**src/include/serial_pkg.sv**
```systemverilog
// Constants for the serial mode/status control block.
// Assumes a 100 MHz system clock and a plain register port.
`default_nettype none
package serial_pkg;
	// ---------------------------------------------------------------
	// Register map
	// ---------------------------------------------------------------
	localparam logic [2:0] MODE_ADDR = 3'h0;
	localparam logic [2:0] STAT_ADDR = 3'h1;
	localparam logic [2:0] TXD_ADDR = 3'h2;
	localparam logic [2:0] RXD_ADDR = 3'h3;
	localparam logic [2:0] RATE_ADDR = 3'h4;
	localparam logic [15:0] MODE_RESET = 16'h0000;
	localparam logic [15:0] STAT_RESET = 16'h0000;
	localparam logic [15:0] MODE_WMASK = 16'hbbff;
	localparam logic [15:0] STAT_WMASK = 16'hede0;
	// ---------------------------------------------------------------
	// Mode field positions
	// ---------------------------------------------------------------
	localparam int M_EN = 15;
	localparam int M_SIDL = 13;
	localparam int M_IR = 12;
	localparam int M_RTS_PIN_MODE = 11;
	localparam int M_PIN_LO = 8;
	localparam int M_WAKE = 7;
	localparam int M_LOOP = 6;
	localparam int M_ABD = 5;
	localparam int M_RXINV = 4;
	localparam int M_HS = 3;
	localparam int M_FMT_LO = 1;
	localparam int M_STOP = 0;
	// ---------------------------------------------------------------
	// Status field positions
	// ---------------------------------------------------------------
	localparam int S_TXI1 = 15;
	localparam int S_TXPOL = 14;
	localparam int S_TXI0 = 13;
	localparam int S_BRK = 11;
	localparam int S_TXEN = 10;
	localparam int S_RXI_LO = 6;
	localparam int S_ADDR = 5;
	localparam int S_OVR = 1;
	// ---------------------------------------------------------------
	// Encodings and sizes
	// ---------------------------------------------------------------
	localparam logic [1:0] PIN_BCLK = 2'h3;
	localparam logic [1:0] PIN_FLOW = 2'h2;
	localparam logic [1:0] PIN_RTS = 2'h1;
	localparam logic [1:0] FMT_NINE = 2'h3;
	localparam logic [1:0] FMT_ODD = 2'h2;
	localparam logic [1:0] FMT_EVEN = 2'h1;
	localparam logic [1:0] TXI_EMPTY = 2'h2;
	localparam logic [1:0] TXI_DONE = 2'h1;
	localparam logic [1:0] RXI_FULL = 2'h3;
	localparam logic [1:0] RXI_THREE = 2'h2;
	localparam int FIFO_DEPTH = 4;
	localparam logic [2:0] FIFO_FULL = 3'h4;
	localparam logic [2:0] FIFO_THREE = 3'h3;
	localparam logic [3:0] BRK_ZEROS = 4'hc;
	localparam logic [7:0] SYNC_CHAR = 8'h55;
	localparam logic [3:0] TICKS_STD = 4'hf;
	localparam logic [3:0] TICKS_HS = 4'h3;
	// Infrared pulse: 3 of 16 sub-bit ticks
	localparam logic [3:0] IR_PULSE = 4'h3;
endpackage : serial_pkg
`default_nettype wire

```
**src/core/serial_ctrl.sv**
```systemverilog
// Mode/status control and transceiver core of an asynchronous serial port.
// Assumes a single 100 MHz clock; serial pins arrive asynchronously.
//
// Behaviour
// Infrared enable routes pins through codec
// Enable owns pins; disabled pins go idle
// Stop-in-idle halts module during idle
// RTS mode: simplex or flow control
// Pin-usage field selects owned pins
// Wake: falling edge interrupts, rising clears
// Loopback select feeds transmit to receive
// Auto-rate measures sync char, self-clears
// Receive polarity selects line idle level
// High-speed: 4 ticks per bit, else 16
// Format: nine bit, odd, even, none
// Stop select: two or one stop
// Infrared codec only in 16x mode
// Transmit interrupt condition selection
// Infrared transmit idle polarity
// Break: start, twelve zeros, stop
// Transmit disable aborts and resets buffer
// Transmit buffer full flag
// Transmit all-empty flag
// Receive interrupt condition selection
// Address detect in nine-bit mode only
// Overrun sets; clearing flushes receiver
// Receive data available flag
// Receiver idle flag
// Infrared pulse is 3/16 bit
`default_nettype none
module serial_ctrl
	import serial_pkg::*;
(
	input wire logic sys_clk,
	input wire logic arst_n,
	input wire logic [2:0] reg_addr,
	input wire logic [15:0] reg_wdata,
	input wire logic reg_wr,
	input wire logic reg_rd,
	output logic [15:0] reg_rdata,
	input wire logic cpu_idle,
	input wire logic serial_in_pin,
	input wire logic clear_send_pin_n,
	output logic serial_out_pin,
	output logic serial_out_oe_n,
	output logic request_send_pin_n,
	output logic request_send_oe_n,
	output logic baud_clk_out,
	output logic baud_clk_oe_n,
	output logic tx_irq,
	output logic rx_irq,
	output logic wake_irq
);
	// ---------------------------------------------------------------
	// Registers and synchronisers
	// ---------------------------------------------------------------
	typedef enum logic [1:0] {TX_IDLE, TX_SHIFT} tx_state_e;
	typedef enum logic [1:0] {RX_IDLE, RX_SHIFT, RX_ABD} rx_state_e;
	logic [15:0] mode_r;
	logic [15:0] stat_r;
	logic [15:0] rate_r;
	logic [1:0] rx_sync_r;
	logic [1:0] cts_sync_r;
	logic [15:0] brg_cnt_r;
	logic tick;
	logic run;
	logic [1:0] pins;
	logic hs;
	logic ir_on;
	logic nine;
	logic line_in;
	logic rx_bit;
	logic tx_line_r;
	logic wr_mode;
	logic wr_stat;
	assign wr_mode = reg_wr && reg_addr == MODE_ADDR;
	assign wr_stat = reg_wr && reg_addr == STAT_ADDR;
	assign pins = mode_r[M_PIN_LO +: 2];
	assign hs = mode_r[M_HS];
	assign ir_on = mode_r[M_IR] && !hs;
	assign nine = mode_r[M_FMT_LO +: 2] == FMT_NINE;
	assign run = mode_r[M_EN] && !(mode_r[M_SIDL] && cpu_idle); // see R2

	always_ff @(posedge sys_clk or negedge arst_n) begin
		if (!arst_n) begin
			rx_sync_r <= 2'h3;
			cts_sync_r <= 2'h3;
		end else begin
			rx_sync_r <= {rx_sync_r[0], serial_in_pin};
			cts_sync_r <= {cts_sync_r[0], clear_send_pin_n};
		end
	end

	// ---------------------------------------------------------------
	// Rate generator: one tick per sub-bit clock
	// ---------------------------------------------------------------
	always_ff @(posedge sys_clk or negedge arst_n) begin
		if (!arst_n) begin
			brg_cnt_r <= 16'h0000;
		end else if (!run || (reg_wr && reg_addr == RATE_ADDR)) begin
			brg_cnt_r <= 16'h0000;
		end else if (brg_cnt_r >= rate_r) begin
			brg_cnt_r <= 16'h0000;
		end else begin
			brg_cnt_r <= brg_cnt_r + 16'h0001;
		end
	end
	assign tick = run && brg_cnt_r >= rate_r;

	// ---------------------------------------------------------------
	// Receive line conditioning
	// ---------------------------------------------------------------
	logic [3:0] ir_rx_cnt_r;
	always_ff @(posedge sys_clk or negedge arst_n) begin
		if (!arst_n) begin
			ir_rx_cnt_r <= 4'h0;
		end else if (tick) begin
			// Stretch an infrared pulse across the bit so a 3/16 pulse reads zero
			if (!line_in) begin
				ir_rx_cnt_r <= TICKS_STD;
			end else if (ir_rx_cnt_r != 4'h0) begin
				ir_rx_cnt_r <= ir_rx_cnt_r - 4'h1;
			end
		end
	end
	always_comb begin
		if (mode_r[M_LOOP]) begin
			line_in = tx_line_r;
		end else begin
			line_in = rx_sync_r[1] ^ mode_r[M_RXINV];
		end
		if (ir_on && !mode_r[M_LOOP]) begin
			rx_bit = ir_rx_cnt_r == 4'h0;
		end else begin
			rx_bit = line_in;
		end
	end

	// ---------------------------------------------------------------
	// Transmit buffer and shifter
	// ---------------------------------------------------------------
	logic [8:0] txq_r [FIFO_DEPTH];
	logic [1:0] txq_rd_r;
	logic [1:0] txq_wr_r;
	logic [2:0] txq_cnt_r;
	tx_state_e tx_st_r;
	logic [11:0] tx_sh_r;
	logic [3:0] tx_bits_r;
	logic [3:0] tx_sub_r;
	logic tx_load;
	logic tx_push;
	logic tx_brk_frame_r;
	logic tx_parity;
	logic [3:0] bit_ticks;
	assign bit_ticks = hs ? TICKS_HS : TICKS_STD;
	assign tx_push = reg_wr && reg_addr == TXD_ADDR && txq_cnt_r != FIFO_FULL;
	assign tx_load = tx_st_r == TX_IDLE && txq_cnt_r != 3'h0 && stat_r[S_TXEN] && tick;
	assign tx_parity = ^txq_r[txq_rd_r][7:0] ^ (mode_r[M_FMT_LO +: 2] == FMT_ODD);

	always_ff @(posedge sys_clk or negedge arst_n) begin
		if (!arst_n) begin
			txq_rd_r <= 2'h0;
			txq_wr_r <= 2'h0;
			txq_cnt_r <= 3'h0;
		end else if (!stat_r[S_TXEN] || !mode_r[M_EN]) begin
			txq_rd_r <= 2'h0;
			txq_wr_r <= 2'h0;
			txq_cnt_r <= 3'h0;
		end else begin
			if (tx_push) begin
				txq_r[txq_wr_r] <= reg_wdata[8:0];
				txq_wr_r <= txq_wr_r + 2'h1;
			end
			if (tx_load) begin
				txq_rd_r <= txq_rd_r + 2'h1;
			end
			txq_cnt_r <= txq_cnt_r + {2'h0, tx_push} - {2'h0, tx_load};
		end
	end

	always_ff @(posedge sys_clk or negedge arst_n) begin
		if (!arst_n) begin
			tx_st_r <= TX_IDLE;
			tx_sh_r <= 12'hfff;
			tx_bits_r <= 4'h0;
			tx_sub_r <= 4'h0;
			tx_line_r <= 1'b1;
			tx_brk_frame_r <= 1'b0;
		end else if (!stat_r[S_TXEN] || !run) begin
			tx_st_r <= TX_IDLE;
			tx_line_r <= 1'b1;
			tx_brk_frame_r <= 1'b0;
		end else begin
			case (tx_st_r)
				TX_IDLE: begin
					if (tx_load) begin
						tx_st_r <= TX_SHIFT;
						tx_sub_r <= 4'h0;
						tx_line_r <= 1'b0;
						tx_brk_frame_r <= stat_r[S_BRK];
						if (stat_r[S_BRK]) begin
							// Payload discarded; twelve zeros then one stop
							tx_sh_r <= 12'h000;
							tx_bits_r <= BRK_ZEROS + 4'h1;
						end else if (nine) begin
							tx_sh_r <= {3'h7, txq_r[txq_rd_r]};
							tx_bits_r <= 4'h9 + {3'h0, mode_r[M_STOP]} + 4'h1;
						end else if (mode_r[M_FMT_LO +: 2] == 2'h0) begin
							tx_sh_r <= {4'hf, txq_r[txq_rd_r][7:0]};
							tx_bits_r <= 4'h8 + {3'h0, mode_r[M_STOP]} + 4'h1;
						end else begin
							tx_sh_r <= {3'h7, tx_parity, txq_r[txq_rd_r][7:0]};
							tx_bits_r <= 4'h9 + {3'h0, mode_r[M_STOP]} + 4'h1;
						end
					end
				end
				default: begin
					if (tick) begin
						if (tx_sub_r == bit_ticks) begin
							tx_sub_r <= 4'h0;
							if (tx_bits_r == 4'h0) begin
								tx_st_r <= TX_IDLE;
								tx_brk_frame_r <= 1'b0;
							end else begin
								tx_line_r <= tx_bits_r == 4'h1 ? 1'b1 : tx_sh_r[0];
								tx_sh_r <= {1'b1, tx_sh_r[11:1]};
								tx_bits_r <= tx_bits_r - 4'h1;
							end
						end else begin
							tx_sub_r <= tx_sub_r + 4'h1;
						end
					end
				end
			endcase
		end
	end

	// ---------------------------------------------------------------
	// Receive shifter, buffer and rate detection
	// ---------------------------------------------------------------
	logic [8:0] rxq_r [FIFO_DEPTH];
	logic [1:0] rxq_rd_r;
	logic [1:0] rxq_wr_r;
	logic [2:0] rxq_cnt_r;
	rx_state_e rx_st_r;
	logic [9:0] rx_sh_r;
	logic [3:0] rx_bits_r;
	logic [3:0] rx_sub_r;
	logic rx_prev_r;
	logic rx_done;
	logic rx_pop;
	logic rx_flush;
	logic [15:0] abd_cnt_r;
	logic [2:0] abd_edges_r;
	logic abd_done;
	logic [8:0] rx_word;
	assign rx_word = nine ? rx_sh_r[9:1] : (mode_r[M_FMT_LO +: 2] == 2'h0 ? {1'b0, rx_sh_r[9:2]}
		: {1'b0, rx_sh_r[8:1]});
	assign rx_pop = reg_rd && reg_addr == RXD_ADDR && rxq_cnt_r != 3'h0;
	// Overrun clear (1 to 0) empties buffer and shifter
	assign rx_flush = wr_stat && stat_r[S_OVR] && !reg_wdata[S_OVR];

	always_ff @(posedge sys_clk or negedge arst_n) begin
		if (!arst_n) begin
			rx_st_r <= RX_IDLE;
			rx_sh_r <= 10'h000;
			rx_bits_r <= 4'h0;
			rx_sub_r <= 4'h0;
			rx_prev_r <= 1'b1;
			abd_cnt_r <= 16'h0000;
			abd_edges_r <= 3'h0;
		end else if (!run || rx_flush) begin
			rx_st_r <= RX_IDLE;
			rx_prev_r <= 1'b1;
		end else begin
			rx_prev_r <= rx_bit;
			case (rx_st_r)
				RX_IDLE: begin
					if (rx_prev_r && !rx_bit) begin
						rx_st_r <= mode_r[M_ABD] ? RX_ABD : RX_SHIFT;
						rx_sub_r <= 4'h0;
						abd_cnt_r <= 16'h0000;
						abd_edges_r <= 3'h0;
						rx_bits_r <= (nine ? 4'h9 : 4'h8) +
							{3'h0, mode_r[M_FMT_LO +: 2] == FMT_EVEN ||
							mode_r[M_FMT_LO +: 2] == FMT_ODD} + 4'h1;
					end
				end
				RX_ABD: begin
					// Sync char gives five falling edges; count system clocks over 8 bits
					abd_cnt_r <= abd_cnt_r + 16'h0001;
					if (rx_prev_r && !rx_bit) begin
						abd_edges_r <= abd_edges_r + 3'h1;
					end
					if (abd_done) begin
						rx_st_r <= RX_IDLE;
					end
				end
				default: begin
					if (tick) begin
						rx_sub_r <= rx_sub_r + 4'h1;
						if (rx_sub_r == (bit_ticks >> 1) && rx_bits_r != 4'h0) begin
							rx_sh_r <= {rx_bit, rx_sh_r[9:1]};
							rx_bits_r <= rx_bits_r - 4'h1;
						end
						if (rx_sub_r == bit_ticks) begin
							rx_sub_r <= 4'h0;
							if (rx_bits_r == 4'h0) begin
								rx_st_r <= RX_IDLE;
							end
						end
					end
				end
			endcase
		end
	end
	assign abd_done = rx_st_r == RX_ABD && abd_edges_r == 3'h3 && rx_prev_r && !rx_bit;
	logic rx_store;
	// Address filtering drops data characters in nine-bit mode while detection is armed
	assign rx_store = rx_st_r == RX_SHIFT && tick && rx_sub_r == bit_ticks && rx_bits_r == 4'h0
		&& !(stat_r[S_ADDR] && nine && !rx_word[8]);
	assign rx_done = rx_store;

	always_ff @(posedge sys_clk or negedge arst_n) begin
		if (!arst_n) begin
			rxq_rd_r <= 2'h0;
			rxq_wr_r <= 2'h0;
			rxq_cnt_r <= 3'h0;
		end else if (rx_flush) begin
			rxq_rd_r <= 2'h0;
			rxq_wr_r <= 2'h0;
			rxq_cnt_r <= 3'h0;
		end else begin
			if (rx_store && rxq_cnt_r != FIFO_FULL) begin
				rxq_r[rxq_wr_r] <= rx_word;
				rxq_wr_r <= rxq_wr_r + 2'h1;
			end
			if (rx_pop) begin
				rxq_rd_r <= rxq_rd_r + 2'h1;
			end
			rxq_cnt_r <= rxq_cnt_r + {2'h0, rx_store && rxq_cnt_r != FIFO_FULL}
				- {2'h0, rx_pop};
		end
	end

	// ---------------------------------------------------------------
	// Register writes and hardware-cleared bits
	// ---------------------------------------------------------------
	logic wake_fall;
	logic wake_rise;
	logic wake_prev_r;
	assign wake_fall = mode_r[M_WAKE] && wake_prev_r && !line_in;
	assign wake_rise = mode_r[M_WAKE] && !wake_prev_r && line_in;
	always_ff @(posedge sys_clk or negedge arst_n) begin
		if (!arst_n) begin
			mode_r <= MODE_RESET;
			rate_r <= 16'h0000;
			wake_prev_r <= 1'b1;
		end else begin
			wake_prev_r <= line_in;
			if (wr_mode) begin
				mode_r <= reg_wdata & MODE_WMASK;
			end
			if (reg_wr && reg_addr == RATE_ADDR) begin
				rate_r <= reg_wdata;
			end
			if (wake_rise) begin
				mode_r[M_WAKE] <= 1'b0;
			end
			if (abd_done) begin
				mode_r[M_ABD] <= 1'b0;
				rate_r <= ((abd_cnt_r + 16'h0001) >> (hs ? 3'h5 : 3'h7)) - 16'h0001;
			end
		end
	end

	always_ff @(posedge sys_clk or negedge arst_n) begin
		if (!arst_n) begin
			stat_r <= STAT_RESET;
		end else begin
			if (wr_stat) begin
				// Overrun can only be cleared by software, never set
				stat_r <= (reg_wdata & STAT_WMASK) | {14'h0000, reg_wdata[S_OVR] & stat_r[S_OVR], 1'b0};
			end
			if (tx_load && tx_brk_frame_r == 1'b0 && stat_r[S_BRK]) begin
				stat_r[S_BRK] <= 1'b1;
			end
			if (tx_st_r == TX_SHIFT && tx_brk_frame_r && tick && tx_sub_r == bit_ticks
				&& tx_bits_r == 4'h0) begin
				stat_r[S_BRK] <= 1'b0;
			end
			if (rx_store && rxq_cnt_r == FIFO_FULL) begin
				stat_r[S_OVR] <= 1'b1;
			end
		end
	end

	// ---------------------------------------------------------------
	// Interrupts, pins and read-back
	// ---------------------------------------------------------------
	logic [1:0] txi;
	logic [1:0] rxi;
	logic tx_empty_all;
	logic tx_end;
	logic [3:0] ir_tx_cnt_r;
	assign txi = {stat_r[S_TXI1], stat_r[S_TXI0]};
	assign rxi = stat_r[S_RXI_LO +: 2];
	assign tx_empty_all = tx_st_r == TX_IDLE && txq_cnt_r == 3'h0;
	assign tx_end = tx_st_r == TX_SHIFT && tick && tx_sub_r == bit_ticks && tx_bits_r == 4'h0;

	always_ff @(posedge sys_clk or negedge arst_n) begin
		if (!arst_n) begin
			ir_tx_cnt_r <= 4'h0;
		end else if (tick) begin
			ir_tx_cnt_r <= tx_sub_r == 4'h0 ? 4'h0 : ir_tx_cnt_r + 4'h1;
		end
	end

	always_ff @(posedge sys_clk or negedge arst_n) begin
		if (!arst_n) begin
			tx_irq <= 1'b0;
			rx_irq <= 1'b0;
			wake_irq <= 1'b0;
		end else begin
			case (txi)
				TXI_EMPTY: tx_irq <= tx_load && txq_cnt_r == 3'h1;
				TXI_DONE: tx_irq <= tx_end && txq_cnt_r == 3'h0;
				2'h0: tx_irq <= tx_load;
				default: tx_irq <= 1'b0;
			endcase
			case (rxi)
				RXI_FULL: rx_irq <= rx_store && rxq_cnt_r == FIFO_THREE;
				RXI_THREE: rx_irq <= rx_store && rxq_cnt_r == 3'h2;
				default: rx_irq <= rx_store && rxq_cnt_r != FIFO_FULL;
			endcase
			wake_irq <= wake_fall;
		end
	end

	always_ff @(posedge sys_clk or negedge arst_n) begin
		if (!arst_n) begin
			serial_out_pin <= 1'b1;
			serial_out_oe_n <= 1'b1;
			request_send_pin_n <= 1'b1;
			request_send_oe_n <= 1'b1;
			baud_clk_out <= 1'b0;
			baud_clk_oe_n <= 1'b1;
		end else begin
			serial_out_oe_n <= !(mode_r[M_EN] && stat_r[S_TXEN]); // see R2
			if (ir_on) begin
				// Pulse opposite the idle level for zeros; idle level from polarity bit
				serial_out_pin <= (tx_line_r || ir_tx_cnt_r >= IR_PULSE)
					? stat_r[S_TXPOL] : !stat_r[S_TXPOL]; // see R1 see R15
			end else begin
				serial_out_pin <= mode_r[M_LOOP] ? 1'b1 : tx_line_r;
			end
			request_send_oe_n <= !(mode_r[M_EN] && (pins == PIN_FLOW || pins == PIN_RTS));
			if (mode_r[M_RTS_PIN_MODE]) begin
				request_send_pin_n <= tx_empty_all;
			end else begin
				request_send_pin_n <= rxq_cnt_r == FIFO_FULL;
			end
			baud_clk_oe_n <= !(mode_r[M_EN] && pins == PIN_BCLK);
			baud_clk_out <= tick ? !baud_clk_out : baud_clk_out;
		end
	end

	always_ff @(posedge sys_clk or negedge arst_n) begin
		if (!arst_n) begin
			reg_rdata <= 16'h0000;
		end else if (reg_rd) begin
			if (reg_addr == MODE_ADDR) begin
				reg_rdata <= mode_r;
			end else if (reg_addr == STAT_ADDR) begin
				reg_rdata <= {stat_r[15:10], txq_cnt_r == FIFO_FULL, tx_empty_all, // see R18
					stat_r[7:5], rx_st_r == RX_IDLE, 2'h0, stat_r[S_OVR],
					rxq_cnt_r != 3'h0};
			end else if (reg_addr == RXD_ADDR) begin
				reg_rdata <= {7'h00, rxq_r[rxq_rd_r]};
			end else if (reg_addr == RATE_ADDR) begin
				reg_rdata <= rate_r;
			end else begin
				reg_rdata <= 16'h0000;
			end
		end else begin
			reg_rdata <= 16'h0000;
		end
	end
	// Clear-to-send input is synchronised but never gates the transmitter
	logic unused_cts;
	assign unused_cts = cts_sync_r[1] ^ rx_done;
endmodule : serial_ctrl
`default_nettype wire

```
**config.mk**
```make
export PLATFORM = sky130hd
export DESIGN_NAME = serial_ctrl
export DESIGN_NICKNAME = d
export VERILOG_FILES = /design/src/include/serial_pkg.sv /design/src/core/serial_ctrl.sv
export SDC_FILE = /design/constraint.sdc
export NUM_CORES = 1
export LEC_CHECK = 0
export BUFFER_PORTS_ARGS = -buffer_cell sky130_fd_sc_hd__buf_2
export CAP_MARGIN = 20
export CORE_MARGIN = 10
export CORE_UTILIZATION = 30
export CTS_CLUSTER_DIAMETER = 50
export DETAILED_ROUTE_END_ITERATION = 16
export SETUP_SLACK_MARGIN = 0.1
export SKIP_CTS_REPAIR_TIMING = 1
export SLEW_MARGIN = 20
export SYNTH_ARGS = -nofsm -noshare
export SYNTH_HDL_FRONTEND = slang
export SYNTH_SLANG_ARGS = --single-unit
```
**constraint.sdc**
```tcl
create_clock -name sys_clk -period 3.95 [get_ports sys_clk]
set_clock_uncertainty 0.2 [all_clocks]
set_input_delay 1.185 -clock sys_clk [delete_from_list [all_inputs] [get_ports sys_clk]]
set_output_delay 1.185 -clock sys_clk [all_outputs]
set_load 0.01 [all_outputs]
```
==> results of run 1 <==
[flip-flops by register name (all words and copies together) (netlist names), 4 cells and up]
register / count
abd_cnt_r: 16
tx_sub_r: 4
rx_bits_r: 4
tx_bits_r: 4
ir_tx_cnt_r: 4
brg_cnt_r: 16
stat_r: 9
ir_rx_cnt_r: 4
rx_sh_r: 9
rxq_r: 36
reg_rdata: 16
tx_sh_r: 12
mode_r: 14
rate_r: 16
rx_sub_r: 4
txq_r: 36
[metal layers]
layer | up-vias | global-route usage [%]
met5 | - | 0
met4 | 0 | 4.05
met3 | 52 | 2.15
met2 | 215 | 20.7
met1 | 4345 | 16.1
li1 | 4174 | -
[logic make-up after synthesis]
logic type	after synthesis	synth area share, %
multiplexers	65	7.54
flip-flops	239	52.4
buffers and inverters	109	4.04
XOR/XNOR	46	3.32
AO/OA/AOI/OAI	221	11.5
adder cells (fa/ha/maj)	46	4.86
AND/OR/NAND/NOR	408	16.3
[power breakdown]
part / leakage [nW] / total (W) / switching, W / internal, W
sequential: 2.86 / 0.00301 / 0.000260 / 0.00275
combinational: 2.57 / 0.00116 / 0.000687 / 0.000474
clock: 0.517 / 0.00287 / 0.00118 / 0.00170
total: 5.94 / 0.00705 / 0.00212 / 0.00492
[worst paths after layout]
| check | from | to | slack [ps] | depth (start not counted) |
|---|---|---|---|---|
| max in group asynchronous | arst_n | brg_cnt_r[3]$_DFF_PN0_ | 2200 | 2 |
| hold / removal | rx_sync_r[0]$_DFF_PN1_ | rx_sync_r[1]$_DFF_PN1_ | 160 | 0 |
| min in group asynchronous | arst_n | tx_bits_r[0]$_DFFE_PN0P_ | 250 | 1 |
| hold reg to reg | rx_sync_r[0]$_DFF_PN1_ | rx_sync_r[1]$_DFF_PN1_ | 160 | 0 |
| setup reg to reg | rate_r[6]$_DFFE_PN0P_ | rxq_cnt_r[2]$_DFF_PN0_ | 350 | 16 |
| setup / recovery | rate_r[6]$_DFFE_PN0P_ | rxq_cnt_r[2]$_DFF_PN0_ | 350 | 16 |
[per-stage QoR]
step / total power [W] / cells / area (µm²)
5_1_grt: 0.00740 / 1750 / 14100
3_3_place_gp: 0.00419 / 1690 / 13000
3_5_place_dp: 0.00422 / 1690 / 13000
4_1_cts: 0.00712 / 1748 / 14100
6_report: 0.00705 / 1750 / 14100
2_1_floorplan: 0.00381 / 1134 / 12200
[cell type report]
class	count	area, µm²
fill	3925	25800
sequential	239	6370
multi-input combinational	786	5290
clock buffer	35	801
tap	525	657
timing repair buffer	83	507
clock inverter	23	268
inverter	57	215
antenna	2	5.00
[placed cells by master (no fill, tap or decap), types with 17 or more instances in the layout]
cell type	count
dfrtp_1	145
nor2_1	127
nand2_1	110
edfxtp_1	72
o21ai_0	67
a21oi_1	66
inv_1	56
buf_2	48
ha_1	44
nand3_1	42
buf_4	34
mux2_2	32
xnor2_1	31
clkbuf_16	31
and3_1	23
dfstp_2	22
mux4_2	18
a31oi_1	17
==> metrics.csv, run 1 <==
stage;metric;value;unit
routing;first-pass detailed-route iteration total;5;
clock_network;CTS Buffer Depth;3;
logic_synthesis;Area contributors post-synth;dfrtp_1 (30%), edfxtp_1 (18%), dfstp_2 (4.8%);
floorplan;Initial Util;30.4;%
worst_setup_path;Crit path max-delay family;adder cells;
routing;wire per inst;17.8;µm
layout;Area growth, synth to finish;16.1;%
logic_synthesis;number of synthesized flops with an enable pin;72;
global_routing;first-pass GRT wire length;50100;µm
worst_setup_path;slowest stage delay, CP;420;ps
routing;vias per cell;5.02;
timing;Worst Tran Pin Value;817;ps
min_path;Hold Path Class;reg2reg;
timing;total negative slack;0;ps
global_routing;antenna violations before repair;2;
timing;minimum clock period;3600;ps
clock_network;# H-tree levels;1;
timing;crit path setup slack, layout;352;ps
routing;WL met2;15000;µm
timing;Slew headroom;45.5;%
timing;FMAX;278;MHz
worst_setup_path;Worst Path Class, Setup;reg2reg;
layout;layout cell share with drive strength beyond 1;19.5;%
timing;Slew Limit Fails;0;
logic_synthesis;Syn. warnings;0;
worst_setup_path;CP Max Fanout;3;
routing;drt initial violations;667;
logic_synthesis;synthesized net count;1206;
worst_setup_path;Critical Path Start Type;flip-flop;
routing;via count;8786;
logic_synthesis;synthesized flop and latch total;239;
timing;Final period util;91.1;%
place;Port Buffers;49;
logic_synthesis;synthesized area per cell;10.7;µm²
logic_synthesis;most frequent cell after synthesis;dfrtp_1;
status;status;completed;
routing;met3 WL;1590;µm
floorplan;core area;39900;µm²
place;pre-CTS setup slack;330;ps
floorplan;Die Height;221;µm
logic_synthesis;Synth Cell Area;12200;µm²
timing;Hold WS;156;ps
place;gp weighted congestion;0.837;
logic_synthesis;Post-synth ARST share;69.9;%
floorplan;die footprint;49000;µm²
worst_setup_path;slowest stage cell, crit path;dfrtp_1;
routing;WL final;31100;µm
logic_synthesis;Seq/Total Area, Yosys;52.4;%
power_and_ir_drop;Max VDD drop;0.000248;V
worst_setup_path;WP data arrival;3840;ps
timing;RSZ-0062 raised after global routing;no;
timing;Final Setup Violations;0;
worst_setup_path;CP endpoint kind;flip-flop;
global_routing;largest net degree at the start of global routing;66;
routing;# DRC;0;
routing;WL met1;13800;µm
global_routing;vias in the first global route;8863;
layout;Core Util, Final;35.4;%
clock_network;CTS tree;built;
logic_synthesis;Cells after Synth;1134;
logic_synthesis;area share of the largest cell type after synthesis;29.9;%
logic_synthesis;synth cell count leaders;dfrtp_1 (145), nor2_1 (127), nand2_1 (110);
floorplan;row cnt;73;
logic_synthesis;prevailing post-synth register cell;dfrtp_1;
worst_setup_path;crit-path cells;inv_1, ha_1, a21o_1, a21oi_1, a211o_1, o221ai_1, and2_1, nand3_1, ha_1, inv_1, ha_1, inv_1, fa_1, xnor2_1, xnor2_1, nor2_1;
timing;Fin. Hold Viols;0;
routing;uppermost routed layer;met4;
logic_synthesis;area leader, netlist;dfrtp_1;
global_routing;gr usage total;12.5;%
clock_network;clk sinks;239;
routing;number of routed nets with antenna violations;0;
layout;NumNets Final;1270;
power_and_ir_drop;Leakage;5.94;nW
place;HPWL after DPL;22200;µm
worst_setup_path;Buffers & Inverters on Critical Path;3;
floorplan;Die W;221;µm
logic_synthesis;post-synthesis cell type count;83;
power_and_ir_drop;pwr dens;499;nW/µm²
floorplan;# IOs;51;
job;maxcap violations;0;
clock_network;root buffer cell;clkbuf_16;
clock_network;Clock Pin Slew Worst Setup and Hold Paths;60;ps
clock_network;CTS buffer count;31;
clock_network;latest clock arrival within the worst-skew pair;570;ps
worst_setup_path;Worst EP required;4190;ps
global_routing;gr ovfl total;0;
Note: power is estimated with default switching activity, not from simulation.
==> inputs of run 2 (changes only) <==
--- a/config.mk
+++ b/config.mk
@@ -7,6 +7,7 @@
 export LEC_CHECK = 0
 export BUFFER_PORTS_ARGS = -buffer_cell sky130_fd_sc_hd__buf_2
 export CAP_MARGIN = 20
+export CORE_ASPECT_RATIO = 1.4
 export CORE_MARGIN = 10
 export CORE_UTILIZATION = 30
 export CTS_CLUSTER_DIAMETER = 50
==> run 2 against run 1 <==
Die area is 0.23% higher. Critical path depth did not move. Sequential cell count unchanged. Combinational power about the same. Power decreased by 7.4%. Wire length shrank 0.29%. Setup slack improved by 160 ps. Sequential power hardly changed.
==> metrics.csv, run 2 (synthesis gave the netlist of run 1 again) <==
stage;metric;value;unit;change
status;status;completed;;
routing;vias per cell;5.00;;-0.44%
clock_network;CTS buffer count;26;;-16%
global_routing;first-pass GRT wire length;49100;µm;-1.9%
global_routing;largest net degree at the start of global routing;73;;+11%
routing;via count;8742;;-0.50%
worst_setup_path;crit-path cells;inv_1, ha_1, a21o_1, a21oi_1, nand2b_1, a21oi_1, o221ai_1, buf_4, nand3_1, inv_1, ha_1, inv_1, ha_1, fa_1, xnor2_1, nor2_1;;
routing;number of routed nets with antenna violations;0;;unchanged
timing;FMAX;291;MHz;+4.7%
clock_network;CTS tree;built;;
layout;most frequent cells in the layout;dfrtp_1 (145), nor2_1 (127), nand2_1 (110);;
timing;Fin. Hold Viols;0;;unchanged
worst_setup_path;CP endpoint kind;flip-flop;;
timing;total negative slack;0;ps;unchanged
min_path;min-delay src;rx_sync_r[0]$_DFF_PN1_;;
floorplan;Die W;190;µm;-14%
clock_network;CTS Buffer Depth;3;;unchanged
power_and_ir_drop;Max VDD drop;0.000265;V;+6.8%
worst_setup_path;slowest stage delay, CP;430;ps;about the same
clock_network;# H-tree levels;1;;unchanged
routing;WL final;31000;µm;-0.29%
timing;Worst Tran Pin Value;920;ps;+103 ps
worst_setup_path;start of the worst register-to-register path;rate_r[6]$_DFFE_PN0P_;;
clock_network;Clock Pin Slew Worst Setup and Hold Paths;70;ps;about the same
worst_setup_path;slowest stage cell, crit path;dfrtp_1;;
min_path;Hold Path Class;reg2reg;;
layout;layout cell share with drive strength beyond 1;18.6;%;-0.84 points
floorplan;core area;40200;µm²;+0.63%
job;maxcap violations;0;;unchanged
worst_setup_path;Worst EP required;4190;ps;about the same
worst_setup_path;Buffers & Inverters on Critical Path;4;;+1
clock_network;clk sinks;239;;unchanged
worst_setup_path;Critical Path Start Type;flip-flop;;
power_and_ir_drop;Leakage;5.83;nW;-1.9%
layout;Area growth, synth to finish;14.3;%;
timing;minimum clock period;3440;ps;-161 ps
worst_setup_path;Worst Setup SP;rate_r[6]$_DFFE_PN0P_;;
layout;NumNets Final;1266;;-0.31%
routing;wire per inst;17.7;µm;-0.23%
place;HPWL after DPL;22700;µm;+2.4%
timing;Slew Limit Fails;0;;unchanged
worst_setup_path;WP data arrival;3680;ps;-160 ps
routing;first-pass detailed-route iteration total;5;;unchanged
layout;Core Util, Final;34.6;%;-0.80 points
place;gp weighted congestion;0.890;;+6.3%
timing;RSZ-0062 raised after global routing;no;;
place;Port Buffers;49;;unchanged
timing;Final period util;87.0;%;-4.1 points
routing;drt initial violations;655;;-1.8%
worst_setup_path;CP Max Fanout;4;;+1
global_routing;gr usage total;12.4;%;-0.061 points
floorplan;# IOs;51;;unchanged
layout;Regs by FF count;rxq_r x36, txq_r x36;;
floorplan;Initial Util;30.3;%;-0.19 points
global_routing;antenna violations before repair;2;;unchanged
routing;# DRC;0;;unchanged
layout;commonest non-fill, non-tap cell in the layout;dfrtp_1;;
floorplan;row cnt;87;;+19%
floorplan;die footprint;49100;µm²;+0.23%
clock_network;root buffer cell;clkbuf_16;;
global_routing;vias in the first global route;8734;;-1.5%
timing;Slew headroom;38.7;%;-6.9 points
worst_setup_path;Worst Path Class, Setup;reg2reg;;
worst_setup_path;Crit path max-delay family;adder cells;;
clock_network;latest clock arrival within the worst-skew pair;560;ps;about the same
global_routing;gr ovfl total;0;;unchanged
timing;Final Setup Violations;0;;unchanged
floorplan;Die Height;258;µm;+17%
power_and_ir_drop;pwr dens;470;nW/µm²;-5.9%
run 2: final timing paths:
path	end	slack (ps)	cells past startpoint
worst max-delay path	txq_cnt_r[2]$_DFF_PN0_	510	16
worst min-delay path	rx_sync_r[1]$_DFF_PN1_	160	0
worst max register to register	txq_cnt_r[2]$_DFF_PN0_	510	16
worst min register to register	rx_sync_r[1]$_DFF_PN1_	160	0
max in group asynchronous	tx_sub_r[2]$_DFFE_PN0P_	2180	2
min in group asynchronous	brg_cnt_r[9]$_DFF_PN0_	220	1
run 2: area by class of cell:
type | instances | area [µm²]
repair buffers | 84 | 514
diodes | 1 | 2.50
multi-input cells | 786 | 5290
fillers | 3981 | 26300
flip-flops and latches | 239 | 6370
clock inverters | 18 | 135
well taps | 534 | 668
clock buffers | 30 | 687
inverters | 57 | 215
run 2: power by group:
group          total [W]  leakage [nW]  switching, W  internal (W)
clock network    0.00235         0.398       0.00107       0.00128
logic            0.00116          2.57      0.000687      0.000475
registers        0.00302          2.86      0.000267       0.00275
run 2: routing by layer:
metal  track usage (%)  up-vias  part of all wire [%]
li1                  -     4163                     -
met1              13.6     4312                    39
met2              22.7      188                    52
met3              1.74       77                   4.1
met4              6.27        2                   4.7
met5                 0        -                 0.023
run 2: per-stage QoR:
stage          std cells  power (W)  setup slack [ps]  instance area, µm²  hold slack, ps
2_1_floorplan       1134    0.00381               374               12200             145
3_3_place_gp        1700    0.00421               470               13100             145
3_5_place_dp        1700    0.00423               439               13100             150
4_1_cts             1748    0.00660               538               13900             159
5_1_grt             1749    0.00685               347               13900             159
6_report            1749    0.00653               513               13900             159
run 2: worst reg2reg max path, cell delays in order (launching register included):
cell and delay, ps:
dfrtp_1 430, inv_1 70, ha_1 310, a21o_1 180, a21oi_1 200, nand2b_1 80, a21oi_1 160, o221ai_1 160
buf_4 190, nand3_1 170, inv_1 70, ha_1 280, inv_1 40, ha_1 190, fa_1 380, xnor2_1 170
nor2_1 60
==> inputs of run 3 (changes only) <==
--- a/config.mk
+++ b/config.mk
@@ -12,6 +12,7 @@
 export CORE_UTILIZATION = 30
 export CTS_CLUSTER_DIAMETER = 50
 export DETAILED_ROUTE_END_ITERATION = 16
+export GPL_TIMING_DRIVEN = 0
 export SETUP_SLACK_MARGIN = 0.1
 export SKIP_CTS_REPAIR_TIMING = 1
 export SLEW_MARGIN = 20
==> run 3 against run 2 <==
Clock power about the same. First-iteration DRC count decreased by 4.1%. Power rose by 1.3%. Setup slack lost 270 ps. Critical path depth rose by 3. Final area grew 1.3%. Global-route usage grew 0.51 points. Via count increased by 2.2%. Utilization up 0.45 points. Sequential cell count is the same. Critical path type unchanged.
==> metrics.csv, run 3 (synthesis gave the netlist of run 1 again) <==
stage;metric;value;unit;change
floorplan;Initial Util;30.3;%;unchanged
place;pre-CTS setup slack;-738;ps;-1180 ps
routing;via count;8938;;+2.2%
power_and_ir_drop;Final Power;0.00661;W;+1.3%
layout;Core Util, Final;35.0;%;+0.45 points
floorplan;Die Height;258;µm;unchanged
clock_network;CTS tree;built;;
worst_setup_path;Worst EP required;4190;ps;about the same
global_routing;vias in the first global route;9054;;+3.7%
timing;FMAX;270;MHz;-7.3%
clock_network;latest clock arrival within the worst-skew pair;560;ps;about the same
floorplan;die footprint;49100;µm²;unchanged
worst_setup_path;CP endpoint kind;flip-flop;;
routing;drt initial violations;628;;-4.1%
timing;Slew Limit Fails;0;;unchanged
global_routing;first-pass GRT wire length;50800;µm;+3.5%
status;status;completed;;
global_routing;largest net degree at the start of global routing;98;;+34%
global_routing;gr ovfl total;0;;unchanged
floorplan;row cnt;87;;unchanged
clock_network;CTS Buffer Depth;3;;unchanged
floorplan;core area;40200;µm²;unchanged
worst_setup_path;Worst Path Class, Setup;reg2reg;;
power_and_ir_drop;pwr dens;470;nW/µm²;about the same
routing;# DRC;0;;unchanged
timing;Hold WS;156;ps;-2.42 ps
timing;minimum clock period;3710;ps;+271 ps
place;HPWL after DPL;23700;µm;+4.2%
job;maxcap violations;0;;unchanged
global_routing;gr usage total;12.9;%;+0.51 points
timing;crit path setup slack, layout;242;ps;-271 ps
timing;Final Setup Violations;0;;unchanged
power_and_ir_drop;Max VDD drop;0.000228;V;-14%
clock_network;root buffer cell;clkbuf_16;;
layout;Regs by FF count;rxq_r x36, txq_r x36;;
layout;commonest non-fill, non-tap cell in the layout;dfrtp_1;;
timing;Worst Tran Pin Value;1140;ps;+224 ps
timing;Slew headroom;23.4;%;-15 points
layout;most frequent cells in the layout;dfrtp_1 (144), nor2_1 (127), nand2_1 (110);;
min_path;Hold Path Class;reg2reg;;
clock_network;CTS buffer count;25;;-3.8%
timing;Fin. Hold Viols;0;;unchanged
layout;Finished Layout Cells;1774;;+1.4%
global_routing;antenna violations before repair;3;;+1
clock_network;clk sinks;239;;unchanged
clock_network;# H-tree levels;1;;unchanged
layout;layout cell share with drive strength beyond 1;18.3;%;-0.29 points
routing;vias per cell;5.04;;+0.80%
timing;RSZ-0062 raised after global routing;no;;
place;Inst Count DP;1718;;+1.1%
place;Port Buffers;48;;-2.0%
worst_setup_path;WP data arrival;3950;ps;+270 ps
routing;wire per inst;18.1;µm;+1.8%
worst_setup_path;CP Max Fanout;6;;+2
timing;Final period util;93.9;%;+6.9 points
place;gp weighted congestion;0.955;;+7.3%
power_and_ir_drop;Leakage;5.89;nW;+1.1%
routing;number of routed nets with antenna violations;0;;unchanged
worst_setup_path;Critical Path Start Type;flip-flop;;
routing;WL final;32000;µm;+3.3%
floorplan;# IOs;51;;unchanged
layout;Area growth, synth to finish;15.7;%;
floorplan;Die W;190;µm;unchanged
clock_network;Clock Pin Slew Worst Setup and Hold Paths;70;ps;about the same
routing;first-pass detailed-route iteration total;5;;unchanged
layout;NumNets Final;1292;;+2.1%
-- run 3: final cells by class --
cell class,instances,area (µm²)
antenna,1,2.50
multi-input combinational,786,5330
clock inverter,18,180
clock buffer,28,637
timing repair buffer,59,373
inverter,57,215
fill,3966,26100
buffer,52,288
tap,534,668
sequential,239,6370
-- run 3: final timing paths --
kind	cells past startpoint	startpoint	end	slack, ps
worst min register to register	0	rx_sync_r[0]$_DFF_PN1_	rx_sync_r[1]$_DFF_PN1_	160
min in group asynchronous	1	arst_n	rx_sync_r[1]$_DFF_PN1_	360
worst max-delay path	19	rate_r[6]$_DFFE_PN0P_	rxq_cnt_r[2]$_DFF_PN0_	240
worst min-delay path	0	rx_sync_r[0]$_DFF_PN1_	rx_sync_r[1]$_DFF_PN1_	160
max in group asynchronous	3	arst_n	tx_sh_r[8]$_DFFE_PN1P_	2310
worst max register to register	19	rate_r[6]$_DFFE_PN0P_	rxq_cnt_r[2]$_DFF_PN0_	240
-- run 3: stage by stage --
| step | cell area (µm²) | setup TNS, ps |
|---|---|---|
| 3_3_place_gp | 13100 | -323420 |
| 5_1_grt | 14100 | 0 |
| 4_1_cts | 13900 | -24810 |
| 3_5_place_dp | 13100 | -23590 |
| 2_1_floorplan | 12200 | 0 |
| 6_report | 14100 | 0 |
-- run 3: layer usage --
layer	vias to the layer above	part of all wire, %	global-route usage, %
met1	4405	39	14.4
met2	236	52	23.2
li1	4218	-	-
met3	75	5.2	2.17
met5	-	0.066	0
met4	4	4.3	6.14
-- run 3: power breakdown --
part           internal (W)  total, W  switching (W)
registers           0.00275   0.00296       0.000200
logic              0.000503   0.00129       0.000782
clock network       0.00132   0.00237        0.00106
-- run 3: critical path, cell delays in order (launching register included) --
cell and delay [ps]:
dfrtp_2 410, inv_1 70, ha_1 310, a21o_1 180
a21oi_1 190, nand2b_1 90, a21oi_2 170, o221ai_4 210
buf_6 190, and2_4 140, buf_6 140, nand3_1 70
ha_1 240, inv_1 60, ha_1 130, inv_1 50
fa_1 400, xnor2_2 150, xnor2_1 130, nor2_1 50
